==> src/fia_defines.vh <==
// Register map, reset values and timing constants of the flash programming access block
`ifndef FIA_DEFINES_VH
`define FIA_DEFINES_VH
// ----------------------------------------
// Register byte addresses
// ----------------------------------------
`define FIA_OFS_ADDR_HIGH 8'h00
`define FIA_OFS_ADDR_LOW 8'h04
`define FIA_OFS_READ_BYTE 8'h08
`define FIA_OFS_WRITE_BYTE 8'h0C
`define FIA_OFS_PULSE_TIMING 8'h10
`define FIA_OFS_COMMAND 8'h14
`define FIA_OFS_STATUS 8'h18
// ----------------------------------------
// Reset values
// ----------------------------------------
`define FIA_RST_ADDR 8'h00
`define FIA_RST_PULSE_TIMING 7'h7B
// ----------------------------------------
// Field positions
// ----------------------------------------
`define FIA_CMD_READ 0
`define FIA_CMD_WRITE 1
`define FIA_CMD_PAGE_ERASE 2
`define FIA_CMD_MASS_ERASE 3
`define FIA_ST_BUSY 0
`define FIA_ST_BOOT_ROM 1
`define FIA_ST_FETCH_BLOCKED 2
`define FIA_ST_ROM_SIZE 16
// ----------------------------------------
// Address mapping and timing
// ----------------------------------------
`define FIA_OPTION_ALIAS 16'hFFFF
`define FIA_OPTION_PHYS 16'h7FFF
`define FIA_BOOT_ROM_BYTES 16'h0400
`define FIA_RESET_VECTOR 16'h0000
`define FIA_PULSE_UNIT 16'h0010
`endif

==> src/fia_core.v <==
// Flash in-system programming access control with AHB-Lite register slave
//
// Design decisions made here: the AHB-Lite slave port and the register addresses.
`include "fia_defines.vh"
`timescale 1ns/100ps
`default_nettype none
// Functional notes
// - Erased boot option starts from boot ROM
// - Boot option one starts flash at 0000
// - Boot ROM is 1K bytes
// - Boot ROM routine watches serial port
// - 16-bit address split high and low bytes
// - Option read FFFF maps to 7FFF
// - Address bytes reset to 00
// - Registers writable from flash or boot ROM
// - Read byte holds last read result
// - Write byte supplies programmed data
// - Timing value sets write/erase pulse width
// - Timing resets to 10 MHz encoding
// - Control register hidden from user firmware
module fia_core #(
	parameter PULSE_UNIT = 16
) (
	input wire CLK_I,
	input wire RESET_I,
	input wire HSEL_I,
	input wire [31:0] HADDR_I,
	input wire [1:0] HTRANS_I,
	input wire HWRITE_I,
	input wire [2:0] HSIZE_I,
	input wire [31:0] HWDATA_I,
	input wire HREADY_I,
	output reg [31:0] HRDATA_O,
	output wire HREADYOUT_O,
	output wire HRESP_O,
	input wire BOOT_OPTION_I,
	input wire FETCH_FROM_BOOT_I,
	input wire SERIAL_CMD_I,
	output reg BOOT_FROM_ROM_O,
	output wire [15:0] RESET_VECTOR_O,
	output wire FETCH_BLOCKED_O,
	output wire SERIAL_MONITOR_O,
	output reg [15:0] FLASH_ADDR_O,
	output reg [7:0] FLASH_WDATA_O,
	input wire [7:0] FLASH_RDATA_I,
	output reg FLASH_READ_O,
	output wire FLASH_PROG_O,
	output wire FLASH_PAGE_ERASE_O,
	output wire FLASH_MASS_ERASE_O
);
	// Sequencer states
	localparam ST_IDLE = 2'b00;
	localparam ST_READ = 2'b01;
	localparam ST_PULSE = 2'b10;
	// Array operation held for the whole pulse
	localparam OP_PROG = 2'b00;
	localparam OP_PAGE = 2'b01;
	localparam OP_MASS = 2'b10;

	// ----------------------------------------
	// Bus timing and refusal
	// ----------------------------------------
	// The slave never stretches a transfer: hreadyout stays high.
	// Every response is OKAY, refused writes included.
	// A write lands at the edge that closes its data phase.
	// Read data is registered at the address-phase edge.
	// It stands through the data phase and until the next read.
	// Writes and commands that arrive while busy are dropped silently.
	// That keeps address, data and timing stable for the array.
	// A read command fills the read register one cycle after its strobe.
	// Firmware can therefore poll busy and then read the byte.
	// ----------------------------------------
	// Registers
	// ----------------------------------------
	reg [7:0] prog_addr_high_byte;
	reg [7:0] prog_addr_low_byte;
	reg [7:0] prog_read_byte;
	reg [7:0] prog_write_byte;
	reg [6:0] prog_pulse_timing;
	reg [1:0] state;
	reg [1:0] op;
	reg [31:0] status_word;
	wire [15:0] rom_size;
	wire busy;
	reg strap_done;
	reg ph_write;
	reg ph_valid;
	reg [7:0] ph_addr;
	wire pulse_active;
	wire pulse_done;
	reg pulse_start;
	wire [15:0] prog_addr;
	wire bus_write;
	wire [7:0] wb;

	// Option byte alias: software addresses FFFF, the array holds it at 7FFF
	function [15:0] map_addr;
		input [15:0] a;
		begin
			if (a == `FIA_OPTION_ALIAS)
				map_addr = `FIA_OPTION_PHYS;
			else
				map_addr = a;
		end
	endfunction

	assign prog_addr = {prog_addr_high_byte, prog_addr_low_byte};
	assign wb = HWDATA_I[7:0];
	assign bus_write = ph_valid && ph_write;
	assign HREADYOUT_O = 1'b1;
	assign HRESP_O = 1'b0;
	// Busy covers the read cycle as well as the whole pulse
	assign busy = (state != ST_IDLE);

	// ----------------------------------------
	// Boot source selection
	// ----------------------------------------
	// Strap is caught by a clocked process after reset release, never in the reset branch
	// A strap that moves later is ignored until the next reset, so a
	// half-programmed option bit cannot move execution mid-run
	always @(posedge CLK_I or posedge RESET_I) begin
		if (RESET_I) begin
			BOOT_FROM_ROM_O <= 1'b1;
			strap_done <= 1'b0;
		end else if (!strap_done) begin
			strap_done <= 1'b1;
			BOOT_FROM_ROM_O <= !BOOT_OPTION_I;
		end
	end
	assign RESET_VECTOR_O = `FIA_RESET_VECTOR;
	// Boot ROM firmware listens on the serial port only in ROM boot mode
	assign SERIAL_MONITOR_O = BOOT_FROM_ROM_O && strap_done && SERIAL_CMD_I;
	// Flash fetches stall while the array is busy; the ROM keeps running
	// Reads stall flash fetches too, which costs only one cycle
	assign FETCH_BLOCKED_O = busy && !FETCH_FROM_BOOT_I;

	// ----------------------------------------
	// AHB-Lite address phase capture
	// ----------------------------------------
	// Only the low address byte decodes, so the map repeats every 256 bytes
	always @(posedge CLK_I or posedge RESET_I) begin
		if (RESET_I) begin
			ph_valid <= 1'b0;
			ph_write <= 1'b0;
			ph_addr <= 8'h00;
		end else if (HREADY_I) begin
			ph_valid <= HSEL_I && HTRANS_I[1];
			ph_write <= HWRITE_I;
			ph_addr <= HADDR_I[7:0];
		end
	end

	// ----------------------------------------
	// Boot ROM size and status word
	// ----------------------------------------
	// The size is fixed; software reads it from the status word so that
	// a ROM image builder can check that its routine fits
	assign rom_size = `FIA_BOOT_ROM_BYTES;
	// Unused status bits read as zero
	always @* begin
		status_word = 32'h00000000;
		status_word[`FIA_ST_BUSY] = busy;
		status_word[`FIA_ST_BOOT_ROM] = BOOT_FROM_ROM_O;
		status_word[`FIA_ST_FETCH_BLOCKED] = FETCH_BLOCKED_O;
		status_word[`FIA_ST_ROM_SIZE +: 16] = rom_size;
	end

	// ----------------------------------------
	// Register writes, from flash or boot ROM alike
	// ----------------------------------------
	// Writes during an operation are dropped so the array sees stable values
	// Bit 7 of the timing value is read-only, so only bits 6 to 0 are stored
	always @(posedge CLK_I or posedge RESET_I) begin
		if (RESET_I) begin
			prog_addr_high_byte <= `FIA_RST_ADDR;
			prog_addr_low_byte <= `FIA_RST_ADDR;
			prog_write_byte <= 8'h00;
			prog_pulse_timing <= `FIA_RST_PULSE_TIMING;
		end else if (bus_write && state == ST_IDLE) begin
			case (ph_addr)
			`FIA_OFS_ADDR_HIGH: prog_addr_high_byte <= wb;
			`FIA_OFS_ADDR_LOW: prog_addr_low_byte <= wb;
			`FIA_OFS_WRITE_BYTE: prog_write_byte <= wb;
			`FIA_OFS_PULSE_TIMING: prog_pulse_timing <= wb[6:0];
			default: ;
			endcase
		end
	end

	// ----------------------------------------
	// Operation sequencer
	// ----------------------------------------
	// Command register is a write-only trigger; the internal control state is not mapped
	always @(posedge CLK_I or posedge RESET_I) begin
		if (RESET_I) begin
			state <= ST_IDLE;
			op <= OP_PROG;
			pulse_start <= 1'b0;
			FLASH_READ_O <= 1'b0;
			FLASH_ADDR_O <= 16'h0000;
			FLASH_WDATA_O <= 8'h00;
			prog_read_byte <= 8'h00;
		end else begin
			pulse_start <= 1'b0;
			FLASH_READ_O <= 1'b0;
			case (state)
			ST_IDLE: begin
				// Address and data are latched once; later writes cannot reach the array
				if (bus_write && ph_addr == `FIA_OFS_COMMAND) begin
					FLASH_ADDR_O <= map_addr(prog_addr);
					FLASH_WDATA_O <= prog_write_byte;
					if (wb[`FIA_CMD_READ]) begin
						FLASH_READ_O <= 1'b1;
						state <= ST_READ;
					end else if (wb[`FIA_CMD_MASS_ERASE]) begin
						op <= OP_MASS;
						pulse_start <= 1'b1;
						state <= ST_PULSE;
					end else if (wb[`FIA_CMD_PAGE_ERASE]) begin
						op <= OP_PAGE;
						pulse_start <= 1'b1;
						state <= ST_PULSE;
					end else if (wb[`FIA_CMD_WRITE]) begin
						op <= OP_PROG;
						pulse_start <= 1'b1;
						state <= ST_PULSE;
					end
				end
			end
			ST_READ: begin
				// Array data is valid in this cycle, while the read strobe stands
				prog_read_byte <= FLASH_RDATA_I;
				state <= ST_IDLE;
			end
			ST_PULSE: begin
				// Busy until the timer reports the end of the pulse
				if (pulse_done)
					state <= ST_IDLE;
			end
			default: state <= ST_IDLE;
			endcase
		end
	end

	// Pulse width follows the timing register loaded beforehand
	// Start is a one-cycle pulse; a zero timing value still gives one unit
	fia_pulse_timer #(
		.UNIT(PULSE_UNIT)
	) u_timer (
		.clk_i(CLK_I),
		.reset_i(RESET_I),
		.start_i(pulse_start),
		.timing_i(prog_pulse_timing),
		.active_o(pulse_active),
		.done_o(pulse_done)
	);

	// ----------------------------------------
	// Array strobes
	// ----------------------------------------
	// Only one strobe stands at a time, as op is fixed while the timer runs
	assign FLASH_PROG_O = pulse_active && op == OP_PROG;
	assign FLASH_PAGE_ERASE_O = pulse_active && op == OP_PAGE;
	assign FLASH_MASS_ERASE_O = pulse_active && op == OP_MASS;

	// ----------------------------------------
	// Read data, registered at the address phase
	// ----------------------------------------
	// Offsets that hold nothing, and the write-only command, read as zero
	// Transfer size is not decoded: every access is taken as a whole word
	function [31:0] read_word;
		input [7:0] ofs;
		begin
			case (ofs)
			`FIA_OFS_ADDR_HIGH: read_word = {24'h000000, prog_addr_high_byte};
			`FIA_OFS_ADDR_LOW: read_word = {24'h000000, prog_addr_low_byte};
			`FIA_OFS_READ_BYTE: read_word = {24'h000000, prog_read_byte};
			`FIA_OFS_WRITE_BYTE: read_word = {24'h000000, prog_write_byte};
			`FIA_OFS_PULSE_TIMING: read_word = {25'h0000000, prog_pulse_timing};
			`FIA_OFS_STATUS: read_word = status_word;
			default: read_word = 32'h00000000;
			endcase
		end
	endfunction
	// Sampled at the address phase so the word stands for the whole data phase
	always @(posedge CLK_I or posedge RESET_I) begin
		if (RESET_I) begin
			HRDATA_O <= 32'h00000000;
		end else if (HREADY_I && HSEL_I && HTRANS_I[1] && !HWRITE_I) begin
			HRDATA_O <= read_word(HADDR_I[7:0]);
		end
	end
endmodule
`default_nettype wire

==> src/fia_pulse_timer.v <==
// Pulse width timer for flash write and erase operations
`timescale 1ns/100ps
`default_nettype none
module fia_pulse_timer #(
	parameter UNIT = 16
) (
	input wire clk_i,
	input wire reset_i,
	input wire start_i,
	input wire [6:0] timing_i,
	output reg active_o,
	output reg done_o
);
	// ----------------------------------------
	// Prescaler and unit counter
	// ----------------------------------------
	reg [15:0] pre;
	reg [6:0] units;
	// Width is (timing+1) units of UNIT clocks, so a zero value still gives a pulse
	always @(posedge clk_i or posedge reset_i) begin
		if (reset_i) begin
			pre <= 16'h0000;
			units <= 7'h00;
			active_o <= 1'b0;
			done_o <= 1'b0;
		end else begin
			done_o <= 1'b0;
			if (start_i && !active_o) begin
				active_o <= 1'b1;
				pre <= 16'h0000;
				units <= timing_i;
			end else if (active_o) begin
				if (pre == UNIT[15:0] - 16'h0001) begin
					pre <= 16'h0000;
					if (units == 7'h00) begin
						active_o <= 1'b0;
						done_o <= 1'b1;
					end else begin
						units <= units - 7'h01;
					end
				end else begin
					pre <= pre + 16'h0001;
				end
			end
		end
	end
endmodule
`default_nettype wire

==> config.mk <==
export PLATFORM = sky130hd
export DESIGN_NAME = fia_core
export DESIGN_NICKNAME = d
export VERILOG_FILES = /design/src/fia_core.v /design/src/fia_pulse_timer.v
export VERILOG_INCLUDE_DIRS = /design/src
export SDC_FILE = /design/constraint.sdc
export NUM_CORES = 1
export LEC_CHECK = 0
export BUFFER_PORTS_ARGS = -buffer_cell sky130_fd_sc_hd__buf_4
export CORE_ASPECT_RATIO = 1.2
export CORE_MARGIN = 8
export CORE_UTILIZATION = 45
export CTS_CLUSTER_SIZE = 30
export DETAILED_ROUTE_END_ITERATION = 6
export GPL_TIMING_DRIVEN = 0
export MAX_ROUTING_LAYER = met4
export PLACE_DENSITY = 0.72
export SETUP_SLACK_MARGIN = 0.3
export SLEW_MARGIN = 20
export SYNTH_ARGS = -nofsm -noshare
export SYNTH_HDL_FRONTEND = slang
export SYNTH_SLANG_ARGS = --single-unit
==> constraint.sdc <==
create_clock -name CLK_I -period 9.1 [get_ports CLK_I]
set_input_delay 0.455 -clock CLK_I [delete_from_list [all_inputs] [get_ports CLK_I]]
set_output_delay 0.455 -clock CLK_I [all_outputs]
set_load 0.05 [all_outputs]
==> results.yml, run 1 <==
timing:
  fin_crit_ns: 2.50
  final.period_utilization: 0.275
  worst_slew_pin_slew_ns: 0.942
  setup_slack_ns: 6.60
  slew_viol_final: 0
  setup_tns_ns: 0
  rsz0062_at_grt: "no"
  max_freq_mhz: 400
  setup_viol: 0
  worst_clock_skew_ns: 0.00806
  slew_headroom: 0.370
  finalHoldViolations: 0
power_and_ir_drop:
  p_comb_frac: 0.089
  p_clk_frac: 0.494
  finalPower_mw: 1.28
  p_seq_frac: 0.417
  p_leak_nw: 3.46
  switching_share: 0.259
  p_sw_uw: 331
  ir_drop_mv: 0.156
  internal-power_uw: 950
  power.density_nw_per_um2: 180
cts:
  htree_levels: 4
  clock_latency_ns: 0.41
  cts_buffers: 17
  postCtsHoldBufs: 0
  path_clk_slew_ns: 0.06
  cts_setup_buffers: 0
  cts_resized: 0
  cts_buffer_depth: 2
  cts_tree: "done"
  clockRootBuffer: "clkbuf_16"
  clock_sinks: 115
route:
  routed_wl_um: 14000
  drc: 0
  wire_per_inst_um: 17.9
  antenna_left: 0
  drtIter0Drc: 240
  via_per_inst: 5.27
  num_vias: 4140
  drt_first_pass_iters: 4
floorplanning:
  coreArea_um2: 12200
  start_util: 0.461
  io_pins: 166
  die_w_um: 118
  row_count: 44
  die_h_um: 138
  fp.dieArea_um2: 16300
worst_setup_path:
  cp_num_buf_inv: 1
  cpLargestDelayFamily: "compound AO/OA/AOI/OAI gates"
  required_ns: 9.43
  path_class: "reg -> reg"
  start_kind: "flop"
  end_kind: "flop"
  worst_path_largest_cell_delay_ns: 0.56
  crit_path_cell_trace: "ha_1, and4b_1, a41oi_1, clkbuf_1, o21ai_0, a31oi_1"
  arrival_ns: 2.83
  cp_slowest_cell: "a41oi_1"
  path_max_fanout: 10
placement:
  io_buffers: 71
  dp_hpwl_um: 10400
  dp.cells: 753
  dpl_cell_area_um2: 6530
  pre_cts_slack_ns: 6.58
  globalplace.congestion: 0.853
finish:
  antennaDiodeCount: 0
  area_delta_synth_final_pct: 26.7
  stdcell_count: 785
  nNetsFinal: 699
  layout-drive-gt1-share: 0.389
  finish.instance_area_um2: 7110
global_routing:
  grt_pass1_vias: 4386
  grt_antenna_before_repair: 0
  grt_usage: 0.181
  grt_first_pass_wirelength_um: 23300
  grt_start_max_net_pins: 84
  grt_overflow: 0
yosys:
  synth_area_leaders: "dfrtp_1 48%, mux2_2 14%, buf_4 5.5%"
  synth_common_cells: "108 x dfrtp_1, 72 x mux2_2, 41 x buf_4"
  synth.most_common_cell: "dfrtp_1"
  synth_warnings: 0
  synth_cell_types: 59
  synth_edf_count: 0
  syn_avg_cell_area_um2: 11.7
  ys.flop_type: "dfrtp_1"
  syn_area_um2: 5610
  yosysTopAreaCellShare: 0.481
  yosysSeqAreaShare: 0.514
  synthCells: 480
  ys_seq_elements: 115
  yosys.area.top_type: "dfrtp_1"
  synthArstFlopShare: 1.00
min_path:
  hold_path.class: "in -> async"
outcome:
  status: "completed"
job:
  maxCapViolCount: 0
## state kept, by name, indices dropped and copies added (netlist names), 7 cells and up
register             count
FLASH_ADDR_O            16
u_timer.pre             16
HRDATA_O                 9
FLASH_WDATA_O            8
ph_addr                  8
prog_addr_high_byte      8
prog_addr_low_byte       8
prog_read_byte           8
prog_write_byte          8
prog_pulse_timing        7
u_timer.units            7
## routing by layer
layer | track usage | part of all wire
met1 | 0.195 | 0.39
met2 | 0.316 | 0.54
met3 | 0.0428 | 0.042
met4 | 0.0730 | 0.029
met5 | - | 0
## worst reg2reg max path, cell delays in order (launching register included)
cell      delay, ns
dfrtp_1        0.43
ha_1           0.32
and4b_1        0.29
a41oi_1        0.56
clkbuf_1       0.47
o21ai_0        0.17
a31oi_1        0.18
## power by group through the flow
stage / Clock (mW) / Combinational (mW) / Sequential [mW]
5_1_grt: 0.664 / 0.122 / 0.536
2_1_floorplan: 0 / 0.0841 / 0.542
3_5_place_dp: 0 / 0.112 / 0.544
3_3_place_gp: 0 / 0.109 / 0.543
4_1_cts: 0.642 / 0.113 / 0.535
6_report: 0.633 / 0.114 / 0.535
## worst paths after layout
check,startpoint,endpoint,slack (ns),cells past startpoint
worst max-delay path,u_timer.pre[0],u_timer.pre[15],6.60,6
worst min-delay path,RESET_I,u_timer.pre[2],0.02,2
worst max register to register,u_timer.pre[0],u_timer.pre[15],6.60,6
worst min register to register,strap_done,BOOT_FROM_ROM_O,0.43,1
max in group asynchronous,RESET_I,prog_pulse_timing[0],8.35,3
min in group CLK_I,BOOT_OPTION_I,BOOT_FROM_ROM_O,0.18,2
## per-stage QoR
stage	hold slack, ns	utilization
4_1_cts	0.0288	0.584
3_5_place_dp	0.433	0.537
3_3_place_gp	0.417	0.534
2_1_floorplan	0.409	-
5_1_grt	0.0373	0.585
6_report	0.0184	0.585
## final cells by class
cell class                 instances  area (um2)
clock inverter                    13         128
multi-input combinational        334        2460
fill                            1015        5050
tap                              161         201
clock buffer                      19         443
sequential                       115        2890
timing repair buffer              72         561
buffer                            60         387
inverter                          11        46.3
## layout by cell type (no fill, tap or decap), drive strengths merged, types with 4 or more instances in the layout
cell type / n
nand3: 8
mux4: 4
o22ai: 5
nor4: 7
o31ai: 5
o21ai: 17
a21oi: 13
nor2b: 4
a21o: 4
dfrtp: 108
clkinv: 6
nand2: 29
inv: 14
nor3b: 4
conb: 42
nand4: 10
or4: 9
clkbuf: 36
a31oi: 9
mux2i: 12
nor3: 10
mux2: 74
dfstp: 7
nor2: 18
buf: 115
## cells by family (layout without fill, tap and decap cells)
family                     count (synthesis)  after routing  synth area share
and+or+nand+nor                          122            122             0.122
DFF                                      115            115             0.514
AOI/OAI and AO/OA                         76             76            0.0905
adders and majority gates                  3              3           0.00669
buffers and inverters                     71            175            0.0762
xor gates and xnor gates                   1              1           0.00156
other                                      2             42           0.00134
muxes                                     90             90             0.187
Note: power is estimated with default switching activity, not from simulation.
==> run 2, diff against run 1 <==
Settings changed: ABC_AREA set to 1, PLACE_DENSITY 0.72 to 0.71.
Clock period 9.1 ns to 2.4 ns, I/O delays scaled along.
==> results.yml, run 2 <==
outcome:
  status: "completed"
floorplanning:
  die_w_um: 121
  die_h_um: 142
  coreArea_um2: 13000
  io_pins: 166
  fp.dieArea_um2: 17100
  start_util: 0.455
  row_count: 46
worst_setup_path:
  end_kind: "flop"
  cp_slowest_cell: "dfrtp_1"
  rr_worst_depth: 7
  path_max_fanout: 10
  start_kind: "flop"
  rrSetupSlack_ns: 0.69
  worst_path_largest_cell_delay_ns: 0.40
  arrival_ns: 2.00
  path_class: "reg -> reg"
  required_ns: 2.69
  r2r_end: "prog_write_byte[0]"
  cpLargestDelayFamily: "simple AND/OR/NAND/NOR gates"
  crit_top_cell: "nand2_1"
  endpoint: "prog_write_byte[0]"
  path_depth: 7
  r2r-start: "state[1]"
  crit_path_cell_trace: "nor2_2, nand2_1, nor2_1, nand4_2, buf_6, nand2_1, o21ai_2"
  cp_num_buf_inv: 1
  startpoint: "state[1]"
global_routing:
  grt_pass1_vias: 5159
  grt_overflow: 0
  grt_first_pass_wirelength_um: 25400
  grt_start_max_net_pins: 34
  grt_antenna_before_repair: 0
  grt_usage: 0.195
route:
  drt_first_pass_iters: 5
  antenna_left: 0
  wire_per_inst_um: 14.6
  drtIter0Drc: 297
  via_per_inst: 4.77
  drc: 0
  num_vias: 5119
  routed_wl_um: 15600
cts:
  clock_latency_ns: 0.42
  cts_tree: "done"
  cts_buffers: 17
  clockRootBuffer: "clkbuf_16"
  cts_buffer_depth: 2
  path_clk_slew_ns: 0.05
  cts_setup_buffers: 0
  cts_resized: 0
  clock_sinks: 115
  htree_levels: 4
job:
  maxCapViolCount: 0
power_and_ir_drop:
  p_leak_nw: 4.24
  power.density_nw_per_um2: 696
  ir_drop_mv: 0.486
yosys:
  syn_avg_cell_area_um2: 8.03
  synth_edf_count: 0
  yosys.area.top_type: "dfrtp_1"
  synth_area_leaders: "dfrtp_1 46%, nand2_1 12%, inv_1 5.7%"
  ys.flop_type: "dfrtp_1"
  synth.most_common_cell: "nand2_1"
  synthCells: 736
  synth_warnings: 0
  ys_seq_elements: 115
  synth_common_cells: "187 x nand2_1, 108 x dfrtp_1, 90 x inv_1"
  syn_area_um2: 5910
  yosysTopAreaCellShare: 0.457
  yosysSeqAreaShare: 0.488
  synth_cell_types: 38
  synthArstFlopShare: 1.00
min_path:
  hold_path.class: "in -> reg"
placement:
  dp_hpwl_um: 11700
  dp.cells: 1019
  io_buffers: 71
  globalplace.congestion: 0.944
  dpl_cell_area_um2: 6900
finish:
  finish.instance_area_um2: 7760
  nNetsFinal: 980
  stdcell_count: 1073
  area_delta_synth_final_pct: 31.2
  antennaDiodeCount: 0
  layout-drive-gt1-share: 0.223
  final_cell_mix: "187 x nand2_1, 113 x buf_4, 108 x dfrtp_1"
  reg_top3: "FLASH_ADDR_O: 16 flops, u_timer.pre: 16 flops, HRDATA_O: 9 flops"
  mostFrequentLayoutCell: "nand2_1"
timing:
  final.period_utilization: 0.712
  max_freq_mhz: 585
  rsz0062_at_grt: "no"
  setup_viol: 0
  slew_viol_final: 0
  finalHoldViolations: 0
  slew_headroom: 0.629
  worst_slew_pin_slew_ns: 0.554
  setup_tns_ns: 0
  worst_clock_skew_ns: 0.00995
  fin_crit_ns: 1.71
  whs_ns: 0.00302
-- run 2: cell types whose count changed after synthesis, sizes merged, moves of 48 or more --
cell   change
nand2    +162
inv       +83
o21ai     +71
mux2      -66
nor2      +50
nand3     +48
-- run 2: timing repair --
action / in CTS / in global routing
hold buffers: 22 / 0
hold endpoints to repair: 55 / 0
endpoints found under the setup margin: 0 / 0
-- run 2: layout make-up --
class                   instances  area [um2]
plain buffers                  55         397
inverters                      95         362
multi-input cells             511        2420
clock buffers                  22         484
well taps                     168         210
repair buffers                 97         848
clock inverters                10         148
fillers                      1197        5250
flip-flops and latches        115        2890
-- run 2: cell families after synthesis --
kind of cell	after synthesis	share of synthesized area
buf+inv	150	0.128
xor+xnor	7	0.0104
mux	9	0.0169
fa+ha+maj	3	0.00635
simple gates	346	0.253
flops	115	0.488
other cells	2	0.00127
compound gates	104	0.0961
-- run 2: report_power, final --
part / internal, mW / switching, mW / total (mW)
registers: 2.00 / 0.0526 / 2.06
logic: 0.236 / 0.441 / 0.678
clock network: 1.75 / 0.912 / 2.66
total: 3.99 / 1.41 / 5.40
-- run 2: how the worst min path moves through the flow --
stage,depth (start not counted),from,end
floorplan,1,BOOT_OPTION_I,BOOT_FROM_ROM_O
global placement,2,BOOT_OPTION_I,BOOT_FROM_ROM_O
detailed placement,2,RESET_I,u_timer.pre[8]
CTS,3,HSEL_I,ph_valid
global route,3,HWDATA_I[6],prog_write_byte[6]
finish,3,HSEL_I,ph_valid
-- run 2: through the flow --
step | power [mW] | worst slack, ns | utilization
global placement | 2.70 | 0.0778 | 0.523
finish | 5.40 | 0.691 | 0.596
global route | 5.59 | 0.500 | 0.596
CTS | 5.43 | 0.698 | 0.596
floorplan | 2.56 | 0.737 | -
detailed placement | 2.73 | 0.713 | 0.531
-- run 2: tightest hold or removal path, stage by stage --
cell,delay (ns)
buf_4,0.07
nand3_1,0.09
o21ai_0,0.09
-- run 2: metal layers --
metal | wire length [um] | GRT usage
met1 | 6360 | 0.212
met2 | 8140 | 0.330
met3 | 760 | 0.0513
met4 | 389 | 0.0843
met5 | 0 | -
==> run 3, diff against run 2 <==
Clock period 2.4 ns to 1.6 ns, I/O delays scaled along.
==> results.yml, run 3 (synthesis gave the netlist of run 2 again) <==
worst_setup_path:
  worst_path_largest_cell_delay_ns: 0.43
  required_ns: 1.91
  arrival_ns: 1.87
  path_max_fanout: 5
  crit_top_cell: "nor2_4"
  start_kind: "flop"
  crit_path_cell_trace: "nor2_4, nand3_4, nor2_4, nand2_4, buf_6, or2_0, o21ai_1, inv_1"
  cpLargestDelayFamily: "simple AND/OR/NAND/NOR gates"
  path_class: "reg -> reg"
  end_kind: "flop"
  cp_slowest_cell: "dfrtp_1"
  cp_num_buf_inv: 2
job:
  maxCapViolCount: 0
cts:
  clock_latency_ns: 0.42
  clock_sinks: 115
  cts_buffers: 17
  clockRootBuffer: "clkbuf_16"
  cts_buffer_depth: 2
  cts_tree: "done"
  htree_levels: 4
  path_clk_slew_ns: 0.05
route:
  num_vias: 5333
  drt_first_pass_iters: 5
  drtIter0Drc: 365
  wire_per_inst_um: 14.8
  via_per_inst: 4.83
  drc: 0
  routed_wl_um: 16300
  antenna_left: 0
floorplanning:
  row_count: 46
  fp.dieArea_um2: 17100
  start_util: 0.455
  io_pins: 166
  die_h_um: 142
  coreArea_um2: 13000
  die_w_um: 121
power_and_ir_drop:
  internal-power_mw: 6.25
  p_clk_frac: 0.493
  power.density_nw_per_um2: 992
  p_leak_nw: 4.55
  p_seq_frac: 0.369
  switching_share: 0.255
  p_sw_mw: 2.14
  p_comb_frac: 0.138
  ir_drop_mv: 0.731
placement:
  io_buffers: 71
  globalplace.congestion: 0.896
  pre_cts_slack_ns: -0.0970
  dp_hpwl_um: 11300
  dpl_cell_area_um2: 6960
global_routing:
  grt_first_pass_wirelength_um: 26300
  grt_pass1_vias: 5257
  grt_use_met3: 0.0624
  grt_start_max_net_pins: 34
  met2_usage: 0.317
  grt_use_met1: 0.234
  gr-max-usage-layer: "met2"
  grt_overflow: 0
  grt_antenna_before_repair: 0
  grt_usage: 0.200
timing:
  finalHoldViolations: 0
  worst_slew_pin_slew_ns: 0.694
  final.period_utilization: 0.977
  rsz0062_at_grt: "yes"
  slew_headroom: 0.536
  slew_viol_final: 0
  fin_crit_ns: 1.56
  max_freq_mhz: 640
  setup_slack_ns: 0.0367
  worst_clock_skew_ns: 0.00668
  setup_viol: 0
  setup_tns_ns: 0
min_path:
  hold_path.class: "in -> reg"
finish:
  mostFrequentLayoutCell: "nand2_1"
  reg_top3: "FLASH_ADDR_O: 16 flops, u_timer.pre: 16 flops, HRDATA_O: 9 flops"
  antennaDiodeCount: 0
  layout-drive-gt1-share: 0.316
  final_cell_mix: "171 x nand2_1, 127 x buf_4, 106 x dfrtp_1"
  nNetsFinal: 1013
  finish.instance_area_um2: 8460
  area_delta_synth_final_pct: 43.1
outcome:
  status: "completed"
==> run 3: metal layers <==
layer	up-vias	share of wire
met4	0	0.021
met2	155	0.49
met1	2506	0.41
met3	29	0.072
li1	2643	-
met5	-	0
==> run 3: per-stage QoR <==
step / std cells / hold slack [ns] / power [mW] / utilization
floorplan: 776 / 0.143 / 3.86 / -
global route: 1105 / 0.0146 / 8.69 / 0.650
detailed placement: 1018 / 0.223 / 4.09 / 0.535
CTS: 1095 / 0.0147 / 8.34 / 0.628
finish: 1105 / 0.00351 / 8.39 / 0.650
global placement: 1015 / 0.230 / 4.06 / 0.530
==> run 3: worst reg2reg max path, delay by kind of cell, from the launching register on <==
| kind | cells | cell delay [ns] |
|---|---|---|
| compound gates | 1 | 0.07 |
| simple gates | 5 | 0.76 |
| flops | 1 | 0.43 |
| buf+inv | 2 | 0.20 |
==> run 3: final cells by class <==
class | count | area [um2]
plain buffers | 55 | 414
fillers | 1064 | 4550
multi-input cells | 511 | 2750
repair buffers | 130 | 1170
well taps | 168 | 210
flip-flops and latches | 115 | 2890
clock inverters | 11 | 183
inverters | 95 | 385
clock buffers | 20 | 457
==> run 3: power groups by stage <==
| stage | Sequential [mW] | Clock [mW] | Combinational (mW) |
|---|---|---|---|
| 6_report | 3.10 | 4.14 | 1.16 |
| 2_1_floorplan | 3.16 | 0 | 0.693 |
| 3_3_place_gp | 3.13 | 0 | 0.929 |
| 5_1_grt | 3.11 | 4.32 | 1.27 |
| 3_5_place_dp | 3.14 | 0 | 0.959 |
| 4_1_cts | 3.09 | 4.16 | 1.09 |
==> run 3: path summary, 6_finish.rpt <==
path | startpoint | to | slack [ns] | depth (start not counted)
worst max-delay path | ph_addr[1] | FLASH_WDATA_O[1] | 0.04 | 8
min in group asynchronous | RESET_I | ph_addr[5] | 0.33 | 3
worst min register to register | strap_done | BOOT_FROM_ROM_O | 0.46 | 1
worst max register to register | ph_addr[1] | FLASH_WDATA_O[1] | 0.04 | 8
worst min-delay path | HWDATA_I[4] | prog_addr_high_byte[4] | 0.004 | 3
max in group asynchronous | RESET_I | BOOT_FROM_ROM_O | 0.62 | 4
==> run 3: what timing repair did <==
action,CTS,global route
hold buffers,26,0
gates cloned,1,1
endpoints found under the setup margin,90,109
hold endpoints to repair,50,0
buffers inserted,19,9
gates resized for setup,56,53
pin swaps,11,17
